## config.mk

```make
export PLATFORM = sky130hd
export DESIGN_NAME = vpwl_link_port
export DESIGN_NICKNAME = d
export VERILOG_FILES = /design/src/verilog/vpwl_pkg.sv /design/src/verilog/vpwl_vec_if.sv /design/src/verilog/vpwl_link_port.sv /design/src/verilog/vpwl_vector.sv
export SDC_FILE = /design/constraint.sdc
export NUM_CORES = 1
export LEC_CHECK = 0
export ABC_AREA = 1
export BUFFER_PORTS_ARGS = -buffer_cell sky130_fd_sc_hd__buf_4
export CAP_MARGIN = 20
export CORE_ASPECT_RATIO = 1.2
export CORE_MARGIN = 1
export CORE_UTILIZATION = 35
export DETAILED_ROUTE_END_ITERATION = 6
export GPL_ROUTABILITY_DRIVEN = 1
export PLACE_DENSITY_LB_ADDON = 0.2
export SYNTH_ARGS = -nofsm -noshare
export SYNTH_HDL_FRONTEND = slang
export SYNTH_SLANG_ARGS = --single-unit
```

## constraint.sdc

```tcl
create_clock -name CLK -period 2.76 [get_ports CLK]
set_input_delay 0.414 -clock CLK [delete_from_list [all_inputs] [get_ports CLK]]
set_output_delay 0.414 -clock CLK [all_outputs]
set_load 0.02 [all_outputs]
```

## src/verilog/vpwl_pkg.sv

```systemverilog
// Constants shared by the serial link register block and its vector logic.
// Assumes a 250 MHz module clock and an 8-bit AXI4-Lite byte address.
package vpwl_pkg;
  // Register byte offsets
  localparam logic [7:0] OFF_VECTOR = 8'h00;
  localparam logic [7:0] OFF_DATA = 8'h04;
  localparam logic [7:0] OFF_RTD = 8'h08;
  localparam logic [7:0] OFF_PCTL = 8'h0C;
  localparam logic [7:0] OFF_PDAT = 8'h10;
  localparam logic [7:0] OFF_PDIR = 8'h14;
  localparam logic [7:0] OFF_LCTL = 8'h18;

  // Interrupt source codes, lowest to highest priority
  localparam logic [3:0] SRC_NONE = 4'h0;
  localparam logic [3:0] SRC_EOF = 4'h1;
  localparam logic [3:0] SRC_RESP_BYTE = 4'h2;
  localparam logic [3:0] SRC_RX_FULL = 4'h3;
  localparam logic [3:0] SRC_TX_EMPTY = 4'h4;
  localparam logic [3:0] SRC_ARB_LOSS = 4'h5;
  localparam logic [3:0] SRC_CRC_ERR = 4'h6;
  localparam logic [3:0] SRC_BAD_SYMBOL = 4'h7;
  localparam logic [3:0] SRC_WAKEUP = 4'h8;
  localparam int NUM_SRC = 9;

  // Field positions
  localparam int VEC_CODE_LSB = 2;
  localparam int RTD_OFFSET_LSB = 0;
  localparam int RTD_POL_BIT = 6;
  localparam int RTD_XCVR_BIT = 7;
  localparam int PCTL_REDUCED_BIT = 0;
  localparam int PCTL_PULLUP_BIT = 1;
  localparam int PCTL_LINK_EN_BIT = 2;
  localparam int LCTL_EOD_BIT = 0;
  localparam int LCTL_DIGITAL_LOOPBACK_BIT = 1;
  localparam int LCTL_ANALOG_LOOPBACK_BIT = 2;
  localparam int LCTL_UNDERRUN_BIT = 7;
  localparam int PIN_RX = 0;
  localparam int PIN_TX = 1;
  localparam int NUM_PINS = 7;

  // Reset values
  localparam logic [7:0] RTD_RESET = 8'h00;
  localparam logic [7:0] PCTL_RESET = 8'h00;
  localparam logic [6:0] PDAT_RESET = 7'h00;
  localparam logic [6:0] PDIR_RESET = 7'h00;

  // Round-trip delay compensation timing
  localparam int DELAY_BASE_US = 9;
  localparam int DELAY_STEP_US = 1;
  localparam int CLK_PERIOD_PS = 4000;
  localparam int PS_PER_US = 1000000;
  localparam int CYC_PER_US = PS_PER_US / CLK_PERIOD_PS;
  localparam int DELAY_BASE_CYC = DELAY_BASE_US * CYC_PER_US;
  localparam int DELAY_STEP_CYC = DELAY_STEP_US * CYC_PER_US;

  // AXI responses
  localparam logic [1:0] RESP_OKAY = 2'h0;
  localparam logic [1:0] RESP_SLVERR = 2'h2;

  // True when the byte address hits a register word
  function automatic logic reg_mapped(input logic [7:0] addr);
    reg_mapped = (addr == OFF_VECTOR) || (addr == OFF_DATA) ||
      (addr == OFF_RTD) || (addr == OFF_PCTL) || (addr == OFF_PDAT) ||
      (addr == OFF_PDIR) || (addr == OFF_LCTL);
  endfunction
endpackage

```

## src/verilog/vpwl_vec_if.sv

```systemverilog
// Carries event sets, access strobes and the pending code between the
// register block and the interrupt state vector logic. Same clock both ends.
`timescale 1ns/1ps
`default_nettype none
interface vpwl_vec_if;
  logic [8:0] set;
  logic vec_rd;
  logic data_rd;
  logic data_wr;
  logic eod_req;
  logic [3:0] code;
  logic bad_cleared;

  modport core (output set, output vec_rd, output data_rd, output data_wr,
    output eod_req, input code, input bad_cleared);
  modport vec (input set, input vec_rd, input data_rd, input data_wr,
    input eod_req, output code, output bad_cleared);
endinterface
`default_nettype wire

```

## src/verilog/vpwl_link_port.sv

```systemverilog
// Register block of the serial link controller: AXI4-Lite slave, state
// vector access, double-buffered data register, delay config, shared port.
// Assumes a frame engine beside it supplying one-cycle event pulses.
//
// The AXI4-Lite slave port and the register offsets were decided locally.
`timescale 1ns/1ps
`default_nettype none
module vpwl_link_port
  import vpwl_pkg::*;
#(
  parameter int unsigned DELAY_BASE_CYCLES = DELAY_BASE_CYC,
  parameter int unsigned DELAY_STEP_CYCLES = DELAY_STEP_CYC
) (
  // Clock and reset
  input wire logic CLK,
  input wire logic RESET,
  // AXI4-Lite write
  input wire logic [7:0] S_AXI_AWADDR,
  input wire logic S_AXI_AWVALID,
  output logic S_AXI_AWREADY,
  input wire logic [31:0] S_AXI_WDATA,
  input wire logic [3:0] S_AXI_WSTRB,
  input wire logic S_AXI_WVALID,
  output logic S_AXI_WREADY,
  output logic [1:0] S_AXI_BRESP,
  output logic S_AXI_BVALID,
  input wire logic S_AXI_BREADY,
  // AXI4-Lite read
  input wire logic [7:0] S_AXI_ARADDR,
  input wire logic S_AXI_ARVALID,
  output logic S_AXI_ARREADY,
  output logic [31:0] S_AXI_RDATA,
  output logic [1:0] S_AXI_RRESP,
  output logic S_AXI_RVALID,
  input wire logic S_AXI_RREADY,
  // Chip mode
  input wire logic SPECIAL_MODE,
  // Frame engine events
  input wire logic EV_EOF,
  input wire logic EV_RX_BYTE,
  input wire logic EV_RESP_BYTE,
  input wire logic [7:0] RX_BYTE,
  input wire logic EV_ARB_LOSS,
  input wire logic EV_CRC_ERR,
  input wire logic EV_BAD_SYMBOL,
  input wire logic EV_WAKEUP,
  // Frame engine transmit handshake
  input wire logic TX_NEED_BYTE,
  input wire logic TX_FIRST_BIT,
  input wire logic TX_BUSY,
  input wire logic EOD_SENT,
  input wire logic LINK_TX,
  output logic TX_LOAD,
  output logic [7:0] TX_BYTE,
  output logic TX_ABORT,
  output logic END_OF_DATA,
  output logic LINK_HOLD,
  output logic LOOP_DIGITAL,
  output logic LOOP_ANALOG,
  output logic LINK_RX,
  output logic LINK_ON,
  // Transceiver settings
  output logic XCVR_ONCHIP,
  output logic [12:0] DELAY_CYCLES,
  // Pending source
  output logic [3:0] INT_CODE,
  // Shared port pins
  input wire logic [6:0] PIN_IN,
  output logic [6:0] PIN_OUT,
  output logic [6:0] PIN_OE,
  output logic PIN_PULLUP,
  output logic PIN_REDUCED
);
  vpwl_vec_if vif ();

  logic aw_got_r;
  logic [7:0] awaddr_r;
  logic w_got_r;
  logic [7:0] wdata_r;
  logic wlane_r;
  logic do_wr;
  logic wr_en;
  logic do_rd;
  logic [7:0] rd_val;
  logic [7:0] rtd_r;
  logic rtd_locked_r;
  logic [7:0] pctl_r;
  logic [6:0] pdat_r;
  logic [6:0] pdir_r;
  logic eod_r;
  logic digital_loopback_r;
  logic analog_loopback_r;
  logic underrun_r;
  logic lock_r;
  logic [7:0] rx_shadow_r;
  logic [7:0] tx_shadow_r;
  logic tx_full_r;
  logic detached;
  logic bus_ok;
  logic load_now;
  logic underrun_evt;
  logic link_en;

  assign link_en = pctl_r[PCTL_LINK_EN_BIT];
  assign detached = digital_loopback_r | analog_loopback_r;
  assign bus_ok = ~detached & ~lock_r;
  assign do_wr = aw_got_r & w_got_r & ~S_AXI_BVALID;
  assign wr_en = do_wr & wlane_r;
  assign do_rd = S_AXI_ARVALID & S_AXI_ARREADY;
  assign load_now = TX_NEED_BYTE & tx_full_r & ~lock_r;
  assign underrun_evt = TX_NEED_BYTE & TX_BUSY & ~tx_full_r & ~eod_r &
    ~TX_ABORT & ~lock_r;

  // Write address and data are taken in either order
  always_ff @(posedge CLK) begin
    if (RESET) begin
      aw_got_r <= 1'b0;
      awaddr_r <= 8'h00;
      S_AXI_AWREADY <= 1'b0;
    end else if (S_AXI_AWVALID && S_AXI_AWREADY) begin
      aw_got_r <= 1'b1;
      awaddr_r <= S_AXI_AWADDR;
      S_AXI_AWREADY <= 1'b0;
    end else if (do_wr) begin
      aw_got_r <= 1'b0;
    end else if (!aw_got_r && !S_AXI_BVALID) begin
      S_AXI_AWREADY <= 1'b1;
    end
  end

  always_ff @(posedge CLK) begin
    if (RESET) begin
      w_got_r <= 1'b0;
      wdata_r <= 8'h00;
      wlane_r <= 1'b0;
      S_AXI_WREADY <= 1'b0;
    end else if (S_AXI_WVALID && S_AXI_WREADY) begin
      w_got_r <= 1'b1;
      wdata_r <= S_AXI_WDATA[7:0];
      wlane_r <= S_AXI_WSTRB[0];
      S_AXI_WREADY <= 1'b0;
    end else if (do_wr) begin
      w_got_r <= 1'b0;
    end else if (!w_got_r && !S_AXI_BVALID) begin
      S_AXI_WREADY <= 1'b1;
    end
  end

  always_ff @(posedge CLK) begin
    if (RESET) begin
      S_AXI_BVALID <= 1'b0;
      S_AXI_BRESP <= RESP_OKAY;
    end else if (do_wr) begin
      S_AXI_BVALID <= 1'b1;
      S_AXI_BRESP <= reg_mapped(awaddr_r) ? RESP_OKAY : RESP_SLVERR;
    end else if (S_AXI_BREADY) begin
      S_AXI_BVALID <= 1'b0;
    end
  end

  // Read mux; the vector value is the code shifted up by two
  always_comb begin
    unique case (S_AXI_ARADDR)
      OFF_VECTOR: rd_val = {2'b00, vif.code, 2'b00};
      OFF_DATA: rd_val = rx_shadow_r;
      OFF_RTD: rd_val = rtd_r;
      OFF_PCTL: rd_val = pctl_r;
      OFF_PDAT: rd_val = {1'b0, (pdir_r & pdat_r) | (~pdir_r & PIN_IN)};
      OFF_PDIR: rd_val = {1'b0, pdir_r};
      OFF_LCTL: rd_val = {underrun_r, 4'h0, analog_loopback_r, digital_loopback_r, eod_r};
      default: rd_val = 8'h00;
    endcase
  end

  always_ff @(posedge CLK) begin
    if (RESET) begin
      S_AXI_ARREADY <= 1'b0;
      S_AXI_RVALID <= 1'b0;
      S_AXI_RDATA <= 32'h0000_0000;
      S_AXI_RRESP <= RESP_OKAY;
    end else if (do_rd) begin
      S_AXI_ARREADY <= 1'b0;
      S_AXI_RVALID <= 1'b1;
      S_AXI_RDATA <= {24'h00_0000, rd_val};
      S_AXI_RRESP <= reg_mapped(S_AXI_ARADDR) ? RESP_OKAY : RESP_SLVERR;
    end else if (S_AXI_RVALID) begin
      if (S_AXI_RREADY) begin
        S_AXI_RVALID <= 1'b0;
      end
    end else begin
      S_AXI_ARREADY <= 1'b1;
    end
  end

  // Access strobes and bus events towards the state vector
  assign vif.vec_rd = do_rd && S_AXI_ARADDR == OFF_VECTOR;
  assign vif.data_rd = do_rd && S_AXI_ARADDR == OFF_DATA;
  assign vif.data_wr = wr_en && awaddr_r == OFF_DATA;
  assign vif.eod_req = wr_en && awaddr_r == OFF_LCTL &&
    wdata_r[LCTL_EOD_BIT];
  always_comb begin
    vif.set = '0;
    vif.set[SRC_EOF] = EV_EOF & ~detached;
    vif.set[SRC_RESP_BYTE] = EV_RESP_BYTE & bus_ok;
    vif.set[SRC_RX_FULL] = EV_RX_BYTE & bus_ok;
    vif.set[SRC_TX_EMPTY] = TX_FIRST_BIT & ~lock_r;
    vif.set[SRC_ARB_LOSS] = EV_ARB_LOSS & bus_ok;
    vif.set[SRC_CRC_ERR] = EV_CRC_ERR & bus_ok;
    vif.set[SRC_BAD_SYMBOL] = (EV_BAD_SYMBOL & bus_ok) |
      underrun_evt;
    vif.set[SRC_WAKEUP] = EV_WAKEUP & ~detached;
  end

  vpwl_vector u_vector (
    .clk(CLK),
    .rst(RESET),
    .v(vif)
  );

  always_ff @(posedge CLK) begin
    if (RESET) begin
      INT_CODE <= SRC_NONE;
    end else begin
      INT_CODE <= vif.code;
    end
  end

  // Traffic stays held from an invalid-symbol clear to the next frame end
  always_ff @(posedge CLK) begin
    if (RESET) begin
      lock_r <= 1'b0;
    end else if (vif.bad_cleared) begin
      lock_r <= 1'b1;
    end else if (EV_EOF && !detached) begin
      lock_r <= 1'b0;
    end
  end

  // Receive shadow is overwritten by the next byte if not read in time
  always_ff @(posedge CLK) begin
    if (RESET) begin
      rx_shadow_r <= 8'h00;
    end else if ((EV_RX_BYTE || EV_RESP_BYTE) && bus_ok) begin
      rx_shadow_r <= RX_BYTE;
    end
  end

  // Transmit shadow; a write in the load cycle keeps the buffer full
  always_ff @(posedge CLK) begin
    if (RESET) begin
      tx_shadow_r <= 8'h00;
      tx_full_r <= 1'b0;
    end else if (vif.data_wr) begin
      tx_shadow_r <= wdata_r;
      tx_full_r <= 1'b1;
    end else if (load_now) begin
      tx_full_r <= 1'b0;
    end
  end

  always_ff @(posedge CLK) begin
    if (RESET) begin
      TX_LOAD <= 1'b0;
      TX_BYTE <= 8'h00;
    end else begin
      TX_LOAD <= load_now;
      if (load_now) begin
        TX_BYTE <= tx_shadow_r;
      end
    end
  end

  // Abort stands until the engine has sent its two ones and gone idle
  always_ff @(posedge CLK) begin
    if (RESET) begin
      TX_ABORT <= 1'b0;
    end else if (underrun_evt) begin
      TX_ABORT <= 1'b1;
    end else if (!TX_BUSY) begin
      TX_ABORT <= 1'b0;
    end
  end

  // Link control: end-of-data, loopback, sticky underrun status
  always_ff @(posedge CLK) begin
    if (RESET) begin
      eod_r <= 1'b0;
      digital_loopback_r <= 1'b0;
      analog_loopback_r <= 1'b0;
    end else if (wr_en && awaddr_r == OFF_LCTL) begin
      // A request written as the engine reports sent still stands
      eod_r <= wdata_r[LCTL_EOD_BIT] | (eod_r & ~EOD_SENT);
      digital_loopback_r <= wdata_r[LCTL_DIGITAL_LOOPBACK_BIT];
      analog_loopback_r <= wdata_r[LCTL_ANALOG_LOOPBACK_BIT];
    end else if (EOD_SENT) begin
      eod_r <= 1'b0;
    end
  end

  always_ff @(posedge CLK) begin
    if (RESET) begin
      underrun_r <= 1'b0;
    end else if (underrun_evt) begin
      underrun_r <= 1'b1;
    end else if (wr_en && awaddr_r == OFF_LCTL &&
        wdata_r[LCTL_UNDERRUN_BIT]) begin
      underrun_r <= 1'b0;
    end
  end

  // Delay config locks after its first write; writes in special mode pass the lock
  always_ff @(posedge CLK) begin
    if (RESET) begin
      rtd_r <= RTD_RESET;
      rtd_locked_r <= 1'b0;
    end else if (wr_en && awaddr_r == OFF_RTD &&
        (SPECIAL_MODE || !rtd_locked_r)) begin
      rtd_r <= wdata_r;
      rtd_locked_r <= 1'b1;
    end
  end

  // Port registers
  always_ff @(posedge CLK) begin
    if (RESET) begin
      pctl_r <= PCTL_RESET;
      pdat_r <= PDAT_RESET;
      pdir_r <= PDIR_RESET;
    end else if (wr_en) begin
      if (awaddr_r == OFF_PCTL) begin
        pctl_r <= {5'h00, wdata_r[2:0]};
      end
      if (awaddr_r == OFF_PDAT) begin
        pdat_r <= wdata_r[6:0];
      end
      if (awaddr_r == OFF_PDIR) begin
        pdir_r <= wdata_r[6:0];
      end
    end
  end

  // Pin drive; the link owns its receive and transmit pins when enabled
  always_ff @(posedge CLK) begin
    if (RESET) begin
      PIN_OUT <= 7'h00;
      PIN_OE <= 7'h00;
    end else begin
      PIN_OUT <= pdat_r;
      PIN_OE <= pdir_r;
      if (link_en) begin
        PIN_OUT[PIN_TX] <= LINK_TX;
        PIN_OE[PIN_TX] <= 1'b1;
        PIN_OE[PIN_RX] <= 1'b0;
      end
    end
  end

  // Settings outputs, all from flops
  always_ff @(posedge CLK) begin
    if (RESET) begin
      PIN_PULLUP <= 1'b0;
      PIN_REDUCED <= 1'b0;
      LINK_ON <= 1'b0;
      LINK_RX <= 1'b1;
      XCVR_ONCHIP <= 1'b0;
      DELAY_CYCLES <= 13'h0000;
      LOOP_DIGITAL <= 1'b0;
      LOOP_ANALOG <= 1'b0;
      LINK_HOLD <= 1'b0;
      END_OF_DATA <= 1'b0;
    end else begin
      PIN_PULLUP <= pctl_r[PCTL_PULLUP_BIT];
      PIN_REDUCED <= pctl_r[PCTL_REDUCED_BIT];
      LINK_ON <= link_en;
      // Idle-high receive level while the port is not the link's
      LINK_RX <= link_en ? (rtd_r[RTD_POL_BIT] ? PIN_IN[PIN_RX] :
        ~PIN_IN[PIN_RX]) : 1'b1;
      XCVR_ONCHIP <= rtd_r[RTD_XCVR_BIT];
      DELAY_CYCLES <= 13'(DELAY_BASE_CYCLES + 32'(rtd_r[3:0]) *
        DELAY_STEP_CYCLES);
      LOOP_DIGITAL <= digital_loopback_r;
      LOOP_ANALOG <= analog_loopback_r;
      LINK_HOLD <= lock_r;
      END_OF_DATA <= eod_r;
    end
  end
endmodule
`default_nettype wire

```

## src/verilog/vpwl_vector.sv

```systemverilog
// Interrupt state vector: sticky sources, priority pick and clear rules.
// Assumes one-cycle strobes from the register block on the same clock.
`timescale 1ns/1ps
`default_nettype none
module vpwl_vector
  import vpwl_pkg::*;
(
  // Clock and reset
  input wire logic clk,
  input wire logic rst,
  // Block side
  vpwl_vec_if.vec v
);
  logic [8:0] flags_r;
  logic [8:0] clr;
  logic [3:0] code_r;
  logic [3:0] code_nxt;
  logic rx_arm_r;
  logic [3:0] rx_arm_code_r;
  logic tx_arm_r;
  logic bad_clr_r;

  // Highest set flag wins, wakeup on top
  always_comb begin
    code_nxt = SRC_NONE;
    for (int i = 1; i < NUM_SRC; i++) begin
      if (flags_r[i]) begin
        code_nxt = 4'(i);
      end
    end
  end

  always_comb begin
    clr = '0;
    if (v.vec_rd && code_r != SRC_NONE && code_r != SRC_RESP_BYTE &&
        code_r != SRC_RX_FULL && code_r != SRC_TX_EMPTY) begin
      clr[code_r] = 1'b1;
    end
    if (v.data_rd && rx_arm_r) begin
      clr[rx_arm_code_r] = 1'b1;
    end
    if ((v.data_wr && tx_arm_r) || v.eod_req) begin
      clr[SRC_TX_EMPTY] = 1'b1;
    end
    clr[SRC_NONE] = 1'b0;
  end

  // A set in the same cycle as its clear is kept
  always_ff @(posedge clk) begin
    if (rst) begin
      flags_r <= '0;
    end else begin
      flags_r <= (flags_r & ~clr) | (v.set & 9'h1_FE);
    end
  end

  always_ff @(posedge clk) begin
    if (rst) begin
      code_r <= SRC_NONE;
    end else begin
      code_r <= code_nxt;
    end
  end

  // Data-register clears need a vector read showing that source first
  always_ff @(posedge clk) begin
    if (rst) begin
      rx_arm_r <= 1'b0;
      rx_arm_code_r <= SRC_NONE;
      tx_arm_r <= 1'b0;
    end else begin
      if (v.vec_rd) begin
        rx_arm_r <= (code_r == SRC_RESP_BYTE) || (code_r == SRC_RX_FULL);
        rx_arm_code_r <= code_r;
        tx_arm_r <= (code_r == SRC_TX_EMPTY);
      end else begin
        if (v.data_rd) begin
          rx_arm_r <= 1'b0;
        end
        if (v.data_wr || v.eod_req) begin
          tx_arm_r <= 1'b0;
        end
      end
    end
  end

  always_ff @(posedge clk) begin
    if (rst) begin
      bad_clr_r <= 1'b0;
    end else begin
      bad_clr_r <= clr[SRC_BAD_SYMBOL] & ~v.set[SRC_BAD_SYMBOL];
    end
  end

  assign v.code = code_r;
  assign v.bad_cleared = bad_clr_r;
endmodule
`default_nettype wire
```

* Word-level counts from Yosys, hierarchy flattened *
Index checks and enable logic that the tools add are counted.

storage, ports and cells
  output and inout port bits = 91
  register bits after elaboration = 154
  logic and storage cells = 229
  input bits = 87

operators by class
  $lt $le $gt $ge = 4
  equal/unequal tests = 19
  bitwise gates (word level) = 44
  multipliers = 1
  $add $sub $neg = 1
  reduce and logical (&&, ||, !) cells = 67
  muxes and demuxes = 43

operators by type and width
  kind                                                 count
  one-hot mux 8 bit (7 select lines)                   1
  equality test 8 x 5 -> 1 bit, second input constant  6
  equality test 8 x 4 -> 1 bit, second input constant  4
  two-way mux 1 bit                                    28
  two-way mux 4 bit                                    6
  AND 1 bit                                            22
  logical AND 1 bit                                    22
  two-way mux 9 bit                                    2
  OR 9 bit                                             2
  nonzero test 2 bit                                   9
  logical OR 1 bit                                     17
  equality test 8 x 3 -> 1 bit, second input constant  2
  zero test 8 bit                                      2
  AND 7 bit                                            2
  adder 12 x 12 -> 13 bit, first input constant        1
  OR reduction 2 bit                                   6
  multiplier 4 x 7 -> 11 bit, second input constant    1
  NOT 1 bit                                            11
  < comparator 4 x 5 -> 1 bit, second input constant   2
  AND reduction 2 bit                                  5
  AND 9 bit                                            1
  NOT 9 bit                                            1
  demux 1 bit (select 4 bit)                           2
  equality test 4 x 2 -> 1 bit, second input constant  2
  other kinds (11)                                     22

* Longest topological paths before layout *
Gate-level depths: netlist (run 1).

  depth in word-level cells = 13
  gate-level depth with buffers = 16

* Hierarchy *
From an unflattened synthesis (run 1), not the netlist that was laid out.

second synthesis, totals
  cell total of the unflattened synthesis = 874
  area, all modules = 6625.1 um^2

modules (own cells, without submodules)
  module          sequential area each (um^2)  area each (um^2)  times used  cells an instance
  vpwl_link_port  2622.5                       5780.5            1           754
  vpwl_vector     380.4                        844.6             1           120

* Worst setup path after synthesis (run 1) *
No wires, ideal clock.

  kind = register to register
  start point = register rtd_r[1]
  end point = register DELAY_CYCLES[10]
  required time = 2.647 ns
  period minus slack after synthesis = 2.708 ns
  stages on the path, launching flop included = 14
  library setup time = 0.113 ns
  data arrival time = 2.595 ns
  path slack = 0.052 ns
  path through = dfxtp_1 fa_1 inv_1 fa_1 ha_1 inv_1 nor2_1 nand3_1 nand4_1 nand2_1 nor2_1 nand2_1 nand2_1 nor2_1

between the ends
  longest elaborated chain between the ends = 2

ends and longest elaborated chain
  item                        RTL line               RTL
  start, declared             vpwl_link_port.sv:85   logic [7:0] rtd_r;
  start signal, assigned      vpwl_link_port.sv:318  rtd_r <= wdata_r;
  multiplier 4 x 7 -> 11 bit  vpwl_link_port.sv:379  DELAY_CYCLES <= 13'(DELAY_BASE_CYCLES + 32'(rtd_r[3:0]) *
  adder 12 x 12 -> 13 bit     vpwl_link_port.sv:379
  end signal, assigned        vpwl_link_port.sv:379
  end, declared               vpwl_link_port.sv:64   output logic [12:0] DELAY_CYCLES,

No other way between the ends.
A chain may end at the register's enable or synchronous reset.

* Worst setup path after layout (run 1) *
  start point = register rtd_r[1]
  end point = register DELAY_CYCLES[11]

Same word-level chain as after synthesis.

==> results of run 1 <==
## layer usage
metal / up-vias / wire (um) / part of all wire
met5: - / 0 / 0
met4: 0 / 409 / 0.023
met3: 25 / 653 / 0.037
met2: 134 / 8697 / 0.49
li1: 3073 / - / -
met1: 2683 / 7829 / 0.45
## cells in the mapped netlist (all sizes together)
master	count	area [um^2]
a211oi	8	75.08
a21o	2	15.01
a21oi	91	463.0
a311oi	1	8.760
a31oi	2	12.51
buf	43	301.5
clkbuf	11	41.29
clkinv	1	3.750
conb	1	3.750
dfxtp	150	3003
fa	7	140.1
ha	17	212.7
inv	117	441.7
nand2	134	530.5
nand3	52	282.8
nand3b	1	7.510
nand4	11	75.07
nor2	121	574.3
nor3	5	36.29
nor3b	1	7.510
o2111ai	1	15.01
o211ai	4	30.03
o21a	2	15.01
o21ai	91	462.9
o21bai	1	7.510
o22ai	2	12.51
o31ai	3	22.52
xor2	1	8.760
## worst reg2reg max path: cells and delay by family, from the launching register on
kind                     cells  cell delay, ps
adder cells (fa/ha/maj)      3            1420
buffers and inverters        2             100
flip-flops                   1             370
AND/OR/NAND/NOR              8             700
## flip-flops by register name, indices dropped and copies added, names as in the netlist, 3 cells and up
name and flops:
DELAY_CYCLES 12, INT_CODE 4, PIN_OE 7, PIN_OUT 7, S_AXI_RDATA 8, TX_BYTE 8
awaddr_r 8, pctl_r 3, pdat_r 7, pdir_r 7, rtd_r 8, rx_shadow_r 8
tx_shadow_r 8, u_vector.flags_r 8, u_vector.rx_arm_code_r 4, u_vector.v.code 4, wdata_r 8
## worst max-delay path by stage
| stage | to | from |
|---|---|---|
| 2_1_floorplan | DELAY_CYCLES[10]$_SDFF_PP0_ | rtd_r[1]$_SDFFE_PP0P_ |
| 3_3_place_gp | DELAY_CYCLES[11]$_SDFF_PP0_ | rtd_r[1]$_SDFFE_PP0P_ |
| 3_5_place_dp | DELAY_CYCLES[10]$_SDFF_PP0_ | rtd_r[1]$_SDFFE_PP0P_ |
| 4_1_cts | DELAY_CYCLES[10]$_SDFF_PP0_ | rtd_r[3]$_SDFFE_PP0P_ |
| 5_1_grt | DELAY_CYCLES[11]$_SDFF_PP0_ | rtd_r[1]$_SDFFE_PP0P_ |
| 6_report | DELAY_CYCLES[11]$_SDFF_PP0_ | rtd_r[1]$_SDFFE_PP0P_ |
## metrics by stage
stage	std cells	setup TNS, ps
after floorplan	907	0
after global placement	1247	0
after detailed placement	1247	-77.04
after CTS	1279	0
after global routing	1282	-152.5
final	1282	0
## cell families (layout without fill, tap and decap cells)
logic type / after synthesis / count (layout) / share of synthesized area
buffers and inverters: 172 / 291 / 0.1157
other: 1 / 27 / 0.0005506
adder cells (fa/ha/maj): 24 / 24 / 0.05181
XOR/XNOR: 1 / 1 / 0.001286
flip-flops: 150 / 150 / 0.4409
AND/OR/NAND/NOR: 325 / 325 / 0.2223
AO/OA/AOI/OAI: 208 / 208 / 0.1674
## where the power goes
part | switching, uW | internal (uW)
sequential | 39.6 | 2220
combinational | 250 | 142
clock | 931 | 1590
total | 1220 | 3950
## final cells by class
| cell class | count | area [um^2] |
|---|---|---|
| Fill cell | 1962 | 10160 |
| Multi-Input combinational cell | 585 | 3281 |
| Sequential cell | 150 | 3009 |
| Timing Repair Buffer | 141 | 1071 |
| Clock buffer | 21 | 470.5 |
| Inverter | 118 | 445.4 |
| Tap cell | 256 | 320.3 |
| Clock inverter | 11 | 171.4 |
## repair_timing
| item | CTS | global route |
|---|---|---|
| pin swaps | 2 | 20 |
| endpoints found under the setup margin | 3 | 4 |
| gates resized for setup | 4 | 41 |
| hold buffers | 0 | 0 |
| buffers inserted | 0 | 2 |
==> summary.txt, run 1 <==
Final layout
  – Finished Cell Area: 8768 um^2
  – Share of cells above drive strength 1: 0.2515
  – Final #Nets: 1124
  – Inserted Diodes: 0
  – Most frequent cells in the layout: 147 x dfxtp_1, 140 x buf_4, 116 x nand2_1
  – Commonest non-fill, non-tap cell in the layout: dfxtp_1
  – Synth-to-Final Area Change: 28.75%
  – Post-layout utilization of the core: 0.4633

Routing
  – Routed WL: 17590 um
  – Post-DRT Antenna Nets: 0
  – Wire per inst: 13.72 um
  – TritonRoute pass-1 iters: 4
  – DRC violations left: 0
  – Via density: 4.614
  – Routed via count: 5915
  – Initial DRC count: 304

Critical path
  – Worst R2R Path Depth: 13
  – Critical Path AT: 3000 ps
  – Crit Path Category: reg2reg
  – Critical Path Slowest Stage Cell: fa_2
  – CP required: 3080 ps
  – Crit path largest cell delay: 600 ps
  – Worst r2r src: rtd_r[1]$_SDFFE_PP0P_
  – Buffers and inverters on the worst path: 2
  – Delay-heaviest family, CP: adder cells
  – Crit path max fanout: 5
  – R2R Path End: DELAY_CYCLES[11]$_SDFF_PP0_
  – R2r setup slk: 80 ps
  – Instance count on the critical path: 13
  – Startpoint types: flop
  – Crit. End Element: flop
  – CP cell instances: fa_2 -> inv_2 -> fa_1 -> ha_4 -> inv_2 -> nor2_4 -> nand3_2 -> nand4_1 -> nand2_2 -> nor2_4 -> nand3_2 -> nand2_1 -> nor2_1

Place
  – Pre-CTS setup slack: -36.71 ps
  – RePlAce Congestion: 0.8142
  – Buffers on Ports: 123
  – Post-DP HPWL: 13170 um
  – Instance area at placement: 7934 um^2

STA
  – Final hold vios: 0
  – Layout Skew: 7.934 ps
  – Final setup violation count: 0
  – Hold_ws: 167.8 ps
  – Final worst slack: 75.66 ps
  – Worst Max-Slew Pin Slew: 878.4 ps
  – Fmax: 372.5 MHz
  – Tcrit/Tclk final: 0.9726
  – Final slew viol count: 0
  – RSZ-0062 raised after global routing: true
  – Slew HR: 0.4144
  – Final min period: 2684 ps

Synthesis
  – Ys Warns: 0
  – Seq/Total Area, Yosys: 0.4409
  – Synth Area per Inst: 7.730 um^2
  – Seq cells post-synth: 150
  – Synth unique cells: 46
  – Mapped cell area: 6810 um^2
  – Post-Synthesis Cells: 881

Global route
  – Grt ovf: 0
  – Met3 GRT Util: 0.04012
  – Largest net degree at the start of global routing: 74
  – First-pass GRT wire length: 27880 um
  – Vias in the first global route: 5607
  – GR met2 Demand/Resource: 0.3085
  – GRT Overall Usage: 0.1837
  – Gr busiest metal: met2
  – Initial antenna violation count: 0
  – Met1 global-route usage: 0.2238

Floorplan
  – Core ar.: 18920 um^2
  – Die X-Extent: 129.3 um
  – Core Rows: 55
  – I/O pin total: 178
  – Initial core utilization: 0.3599
  – Full die area: 20020 um^2
  – Die Ht: 154.8 um

Pwr
  – Peak VDD IR: 432.9 uV
  – Total chip power: 5174 uW
  – Pwr Density: 590.1 nW/um^2
  – LEAKAGE: 0.003973 uW

Outcome
  – Status: completed

Run
  – Total of max-cap violations: 0

Hold path
  – End of the worst hold path: S_AXI_WREADY$_SDFFE_PP0P_
  – Min-delay src: S_AXI_WVALID
  – Hold path cells: 2
  – Min-delay worst type: in2reg

CTS
  – CTS buffer count: 17
  – CTS tree: yes
  – Clk slew on worst S/H paths: 60 ps
  – Num Clock Sinks: 150
  – Clk buf depth: 2
  – Worst skew pair latency: 430 ps
  – Clock root buffer: clkbuf_16
  – Depth of the CTS H-tree: 4
Note: power is estimated with default switching activity, not from simulation.
==> run 2, diff against run 1 <==
GPL_TIMING_DRIVEN = 0   (was unset)
SYNTH_HIERARCHICAL = 1   (was unset)
==> run 2 against run 1 <==
Net effect: setup slack gained 22 ps; via count increased by 0.83%; fmax is 0.81% higher; sequential share of layout area down 0.12 points; combinational power increased by 3%; global-route usage increased by 0.22 points; register-to-register slack better by 20 ps; worst hold slack hardly changed; final area rose by 0.49%; wire length increased by 2.1%; sequential power barely moved; final cell count is 2.6% higher.
==> summary.txt, run 2 <==
STA
  – Tcrit/Tclk final: 0.9647 (-0.007845)
  – Final hold vios: 0 (unchanged)
  – Final worst slack: 97.31 ps (+21.65 ps)
  – Worst Max-Slew Pin Slew: 735.2 ps (-143.1 ps)
  – Layout Skew: 6.937 ps (-0.9974 ps)
  – Final slew viol count: 0 (unchanged)
  – Slew HR: 0.5099 (+0.09543)
  – Final setup violation count: 0 (unchanged)
  – Final min period: 2663 ps (-21.65 ps)
  – Fmax: 375.6 MHz (+0.81%)

Synthesis
  – Leading area contributor after synthesis: dfxtp_1
  – Most frequently used flop master after synthesis: dfxtp_1
  – Top cells by area, synth: dfxtp_1 45%, o21ai_0 7.1%, inv_1 7.0%
  – Mapped cell area: 6625 um^2 (-2.7%)
  – Post-synth top cells: 150 x dfxtp_1, 123 x inv_1, 122 x nor2_1
  – Synth top area share: 0.4533 (+0.01232)
  – Ys Warns: 6 (+6)
  – Post-Synthesis Cells: 874 (-0.79%)
  – Asr flop ratio synth: 0 (unchanged)
  – Seq/Total Area, Yosys: 0.4533 (+0.01232)
  – EDFF count, synth: 0 (unchanged)
  – Synth Area per Inst: 7.580 um^2 (-1.9%)
  – Cell with the most instances after synthesis: dfxtp_1
  – Seq cells post-synth: 150 (unchanged)
  – Synth unique cells: 40 (-13%)

Global route
  – Met1 global-route usage: 0.2383 (+0.01447)
  – GRT Overall Usage: 0.1859 (+0.002247)
  – Initial antenna violation count: 0 (unchanged)
  – Grt ovf: 0 (unchanged)
  – Vias in the first global route: 5529 (-1.4%)
  – Gr busiest metal: met2
  – First-pass GRT wire length: 27810 um (-0.27%)
  – Largest net degree at the start of global routing: 17 (-77%)
  – Met3 GRT Util: 0.03722 (-0.002905)
  – GR met2 Demand/Resource: 0.3003 (-0.008214)

Place
  – RePlAce Congestion: 0.8331 (+2.3%)
  – Instance area at placement: 7961 um^2 (+0.35%)
  – Post-DP HPWL: 13580 um (+3.1%)
  – Buffers on Ports: 123 (unchanged)
  – Pre-CTS setup slack: -223.0 ps (-186.3 ps)
  – Placed insts: 1275 (+2.2%)

Final layout
  – Post-layout utilization of the core: 0.4794 (+0.01610)
  – Max reg flops: 12 (unchanged)
  – Commonest non-fill, non-tap cell in the layout: buf_4
  – Fillers: 1896 (-3.4%)
  – Fin cells: 1315 (+2.6%)
  – Most frequent cells in the layout: 159 x buf_4, 146 x dfxtp_1, 120 x inv_1
  – Inserted Diodes: 0 (unchanged)
  – Finished Cell Area: 8811 um^2 (+0.49%)
  – Share of cells above drive strength 1: 0.2455 (-0.005930)
  – Biggest register: DELAY_CYCLES
  – Synth-to-Final Area Change: 32.99%
  – Final #Nets: 1161 (+3.3%)

Critical path
  – Crit Path Category: reg2reg
  – R2r setup slk: 100 ps (+20 ps)
  – Crit. End Element: flop
  – Startpoint types: flop
  – Critical Path AT: 2990 ps (about the same)
  – Crit path max fanout: 4 (-1)
  – CP required: 3090 ps (about the same)

Floorplan
  – Die Ht: 152.7 um (-1.4%)
  – Initial core utilization: 0.3605 (+0.0006306)
  – Die X-Extent: 127.6 um (-1.3%)
  – Core ar.: 18380 um^2 (-2.9%)
  – I/O pin total: 178 (unchanged)
  – Core Rows: 54 (-1.8%)
  – Full die area: 19490 um^2 (-2.7%)

Pwr
  – LEAKAGE: 0.004089 uW (+2.9%)
  – Pwr Density: 580.6 nW/um^2 (-1.6%)
  – Peak VDD IR: 519.6 uV (+20%)

Outcome
  – Status: completed

CTS
  – Worst skew pair latency: 430 ps (about the same)
  – Clk slew on worst S/H paths: 60 ps (about the same)
  – Clock root buffer: clkbuf_16
  – Depth of the CTS H-tree: 4 (unchanged)
  – CTS buffer count: 17 (unchanged)
  – Clk buf depth: 2 (unchanged)
  – Num Clock Sinks: 150 (unchanged)
  – CTS tree: yes

Routing
  – Routed via count: 5964 (+0.83%)
  – DRC violations left: 0 (unchanged)
  – Initial DRC count: 349 (+15%)
  – Post-DRT Antenna Nets: 0 (unchanged)
  – Wire per inst: 13.65 um (-0.51%)
  – TritonRoute pass-1 iters: 5 (+1)
  – Routed WL: 17950 um (+2.1%)
  – Via density: 4.535 (-1.7%)

Run
  – Total of max-cap violations: 0 (unchanged)

Hold path
  – Min-delay worst type: in2reg
run 2: changes by cell type after synthesis, sizes merged, moves of 2 or more:
cell	before	now
nand3	52	48
nand4	11	3
or2	0	2
inv	117	127
a21oi	91	86
nor3	5	11
o31ai	3	1
o21ai	91	97
buf	43	37
nor2	121	128
nand2	134	122
run 2: area by class of cell:
| cell class | instances | area (um^2) | share of cell area |
|---|---|---|---|
| Tap cell | 252 | 315.3 | 0.03579 |
| Clock buffer | 19 | 452.9 | 0.05141 |
| Inverter | 128 | 480.5 | 0.05453 |
| Clock inverter | 13 | 170.2 | 0.01931 |
| Multi-Input combinational cell | 574 | 3098 | 0.3516 |
| Sequential cell | 150 | 3013 | 0.3419 |
| Buffer | 48 | 297.8 | 0.03380 |
| Timing Repair Buffer | 131 | 983.4 | 0.1116 |
run 2: final timing paths:
check | start | endpoint | cells after the start
setup / recovery | rtd_r[1]$_SDFFE_PP0P_ | DELAY_CYCLES[10]$_SDFF_PP0_ | 13
hold / removal | S_AXI_WVALID | S_AXI_WREADY$_SDFFE_PP0P_ | 2
setup reg to reg | rtd_r[1]$_SDFFE_PP0P_ | DELAY_CYCLES[10]$_SDFF_PP0_ | 13
hold reg to reg | pctl_r[2]$_SDFFE_PP0P_ | PIN_OE[0]$_SDFF_PP0_ | 1
run 2: cell families (layout without fill, tap and decap cells):
logic type / after synthesis / after routing / synth area share
AOI/OAI and AO/OA: 207 / 207 / 0.1688
xor gates and xnor gates: 1 / 1 / 0.001322
adders and majority gates: 24 / 24 / 0.05326
buffers and inverters: 176 / 339 / 0.1175
DFF: 150 / 150 / 0.4533
other: 1 / 27 / 0.0005660
and+or+nand+nor: 315 / 315 / 0.2053
run 2: through the flow:
stage / hold slack, ps / TNS [ps] / total power [uW]
2_1_floorplan: 399.3 / 0 / 2549
3_3_place_gp: 408.1 / -603.6 / 2713
3_5_place_dp: 415.6 / -681.4 / 2716
4_1_cts: 152.2 / 0 / 5160
5_1_grt: 166.6 / -37.50 / 5313
6_report: 167.6 / 0 / 5116
run 2: worst max-delay path: stages, from the launching register on:
cell and delay (ps):
dfxtp_4 360, fa_1 570, inv_2 60, fa_1 520, ha_4 210, or2_4 250, nand2_2 70, nand2_2 70
nand2_4 80, nand3_2 100, nor2_4 100, nand2_1 70, nand2_1 60, nor2_1 50
run 2: where the power goes:
part / leakage [uW] / internal (uW) / total [uW] / switching (uW)
clock: 0.000302 / 1480 / 2450 / 965
combinational: 0.00256 / 160 / 405 / 245
sequential: 0.00122 / 2220 / 2260 / 41.2
total: 0.00409 / 3860 / 5120 / 1250
run 2: per-layer routing:
layer / wire length, um / share of wire / vias to the layer above
met5: 0 / 0 / -
met4: 438 / 0.024 / 0
met3: 884 / 0.049 / 26
met2: 8310 / 0.46 / 164
met1: 8315 / 0.46 / 2652
li1: - / - / 3122
run 2: timing repair:
item	CTS	global route
hold buffers	0	0
gates resized for setup	12	35
pin swaps	5	20
setup endpoints to repair	4	4
buffers inserted	3	5
==> run 3, diff against run 2 <==
CTS_BUF_LIST = sky130_fd_sc_hd__clkbuf_2   (was unset)
==> run 3 against run 2 <==
Net effect: register-to-register slack hardly changed; power is 20% lower; critical path type unchanged; worst hold slack worse by 110 ps; clock power is 44% lower; final cell count is 3.2% higher; critical endpoint unchanged.
==> summary.txt, run 3 (synthesized netlist as in run 2, its figures left out) <==
Routing
  – Via density: 4.514 (-0.46%)
  – Post-DRT Antenna Nets: 0 (unchanged)
  – Wire per inst: 13.44 um (-1.6%)
  – Initial DRC count: 333 (-4.6%)
  – Routed WL: 18240 um (+1.6%)
  – TritonRoute pass-1 iters: 6 (+1)
  – DRC violations left: 0 (unchanged)
  – Routed via count: 6126 (+2.7%)

STA
  – Final hold vios: 0 (unchanged)
  – Final setup violation count: 0 (unchanged)
  – Layout Skew: 25.09 ps (+18.15 ps)
  – Fin Setup TNS: 0 ps (unchanged)
  – Final worst slack: 107.1 ps (+9.810 ps)
  – Final slew viol count: 0 (unchanged)
  – Fmax: 376.9 MHz (+0.37%)
  – Tcrit/Tclk final: 0.9612 (-0.003554)
  – Worst Max-Slew Pin Slew: 762.9 ps (+27.72 ps)
  – Slew HR: 0.4914 (-0.01848)
  – Final min period: 2653 ps (-9.810 ps)

Final layout
  – Finished Cell Area: 8932 um^2 (+1.4%)
  – Max reg flops: 12 (unchanged)
  – Synth-to-Final Area Change: 34.83%
  – Share of cells above drive strength 1: 0.2400 (-0.005495)
  – Commonest non-fill, non-tap cell in the layout: buf_4
  – Most frequent cells in the layout: 157 x buf_4, 146 x dfxtp_1, 120 x inv_1
  – Biggest register: DELAY_CYCLES
  – Final #Nets: 1202 (+3.5%)

Pwr
  – Peak VDD IR: 266.4 uV (-49%)
  – Pwr Density: 456.9 nW/um^2 (-21%)
  – LEAKAGE: 0.004111 uW (+0.53%)

CTS
  – Worst skew pair latency: 760 ps (+330 ps)
  – Depth of the CTS H-tree: 4 (unchanged)
  – CTS buffer count: 17 (unchanged)
  – CTS tree: yes
  – Clk slew on worst S/H paths: 230 ps (+170 ps)
  – Num Clock Sinks: 150 (unchanged)
  – Clock root buffer: clkbuf_2
  – Clk buf depth: 2 (unchanged)

Floorplan
  – Core ar.: 18380 um^2 (unchanged)
  – Core Rows: 54 (unchanged)
  – I/O pin total: 178 (unchanged)
  – Full die area: 19490 um^2 (unchanged)
  – Die Ht: 152.7 um (unchanged)
  – Initial core utilization: 0.3605 (unchanged)
  – Die X-Extent: 127.6 um (unchanged)

Place
  – RePlAce Congestion: 0.8331 (unchanged)
  – Buffers on Ports: 123 (unchanged)
  – Pre-CTS setup slack: -223.0 ps (unchanged)
  – Instance area at placement: 7961 um^2 (unchanged)
  – Post-DP HPWL: 13580 um (unchanged)

Critical path
  – Crit path max fanout: 3 (-1)
  – Crit Path Category: reg2reg
  – Startpoint types: flop
  – CP required: 3460 ps (+370 ps)
  – Worst Setup SP: rtd_r[1]$_SDFFE_PP0P_
  – Critical Path AT: 3350 ps (+360 ps)
  – Crit. End Element: flop
  – Worst r2r src: rtd_r[1]$_SDFFE_PP0P_

Global route
  – Grt ovf: 0 (unchanged)
  – First-pass GRT wire length: 28190 um (+1.4%)
  – GRT Overall Usage: 0.1877 (+0.001807)
  – Initial antenna violation count: 1 (+1)
  – Vias in the first global route: 5653 (+2.2%)
  – Largest net degree at the start of global routing: 17 (unchanged)

Hold path
  – Min-delay src: S_AXI_ARADDR[2]
  – Min-delay worst type: in2reg

Run
  – Total of max-cap violations: 0 (unchanged)

Outcome
  – Status: completed
-- run 3: changes by cell type in the layout (fill, tap and decap cells not counted), moves of 4 or more --
cell / before / now
clkbuf_16: 17 / 0
clkbuf_2: 0 / 17
dlygate4sd3_1: 0 / 43
ha_1: 15 / 11
ha_4: 2 / 6
-- run 3: stage by stage --
stage | util | hold WS, ps | power [uW] | std cells
4_1_cts | 0.4751 | 14.19 | 4120 | 1353
3_5_place_dp | 0.4332 | 415.6 | 2716 | 1275
3_3_place_gp | 0.4332 | 408.1 | 2713 | 1275
2_1_floorplan | - | 399.3 | 2549 | 900
6_report | 0.4860 | 59.07 | 4081 | 1357
5_1_grt | 0.4860 | 36.09 | 4277 | 1357
-- run 3: final timing paths --
| kind | slack (ps) | depth (start not counted) | end |
|---|---|---|---|
| worst max-delay path | 110 | 13 | DELAY_CYCLES[10]$_SDFF_PP0_ |
| worst min-delay path | 60 | 5 | S_AXI_RRESP[1]$_SDFFE_PP0P_ |
| worst max register to register | 110 | 13 | DELAY_CYCLES[10]$_SDFF_PP0_ |
| worst min register to register | 420 | 1 | PIN_OE[0]$_SDFF_PP0_ |
-- run 3: worst max-delay path, stage by stage (launching register included) --
cell and delay, ps:
dfxtp_4 390, fa_1 570, inv_2 60, fa_1 520, ha_4 210, or2_4 250, nand2_2 70, nand2_2 60
nand2_2 100, nand3_2 110, nor2_4 110, nand2_2 60, nand2_1 60, nor2_1 50
-- run 3: repair_timing --
action                                  4_1_cts  5_1_grt
setup buffers                                 3        3
endpoints found under the hold margin        48        0
pin swaps                                     6       22
hold buffers                                 43        0
resized for setup                            14       42
endpoints found under the setup margin        4        4
-- run 3: layout make-up --
| type | instances | area, um^2 |
|---|---|---|
| clock inverter | 15 | 177.7 |
| sequential | 150 | 3013 |
| multi-input combinational | 574 | 3162 |
| buffer | 48 | 297.8 |
| tap | 252 | 315.3 |
| clock buffer | 17 | 85.08 |
| antenna | 1 | 2.502 |
| timing repair buffer | 172 | 1399 |
| fill | 1906 | 9445 |
| inverter | 128 | 480.5 |
-- run 3: where the power goes --
part,switching [uW],total (uW),internal [uW]
Clock,843,1360,514
Sequential,40.9,2270,2230
Combinational,256,456,199
-- run 3: metal layers --
layer / vias up / GRT usage / wire [um]
li1: 3196 / - / -
met1: 2730 / 0.2385 / 8338
met2: 170 / 0.3078 / 8521
met3: 30 / 0.04003 / 948
met4: 0 / 0.07619 / 427
met5: - / 0 / 0
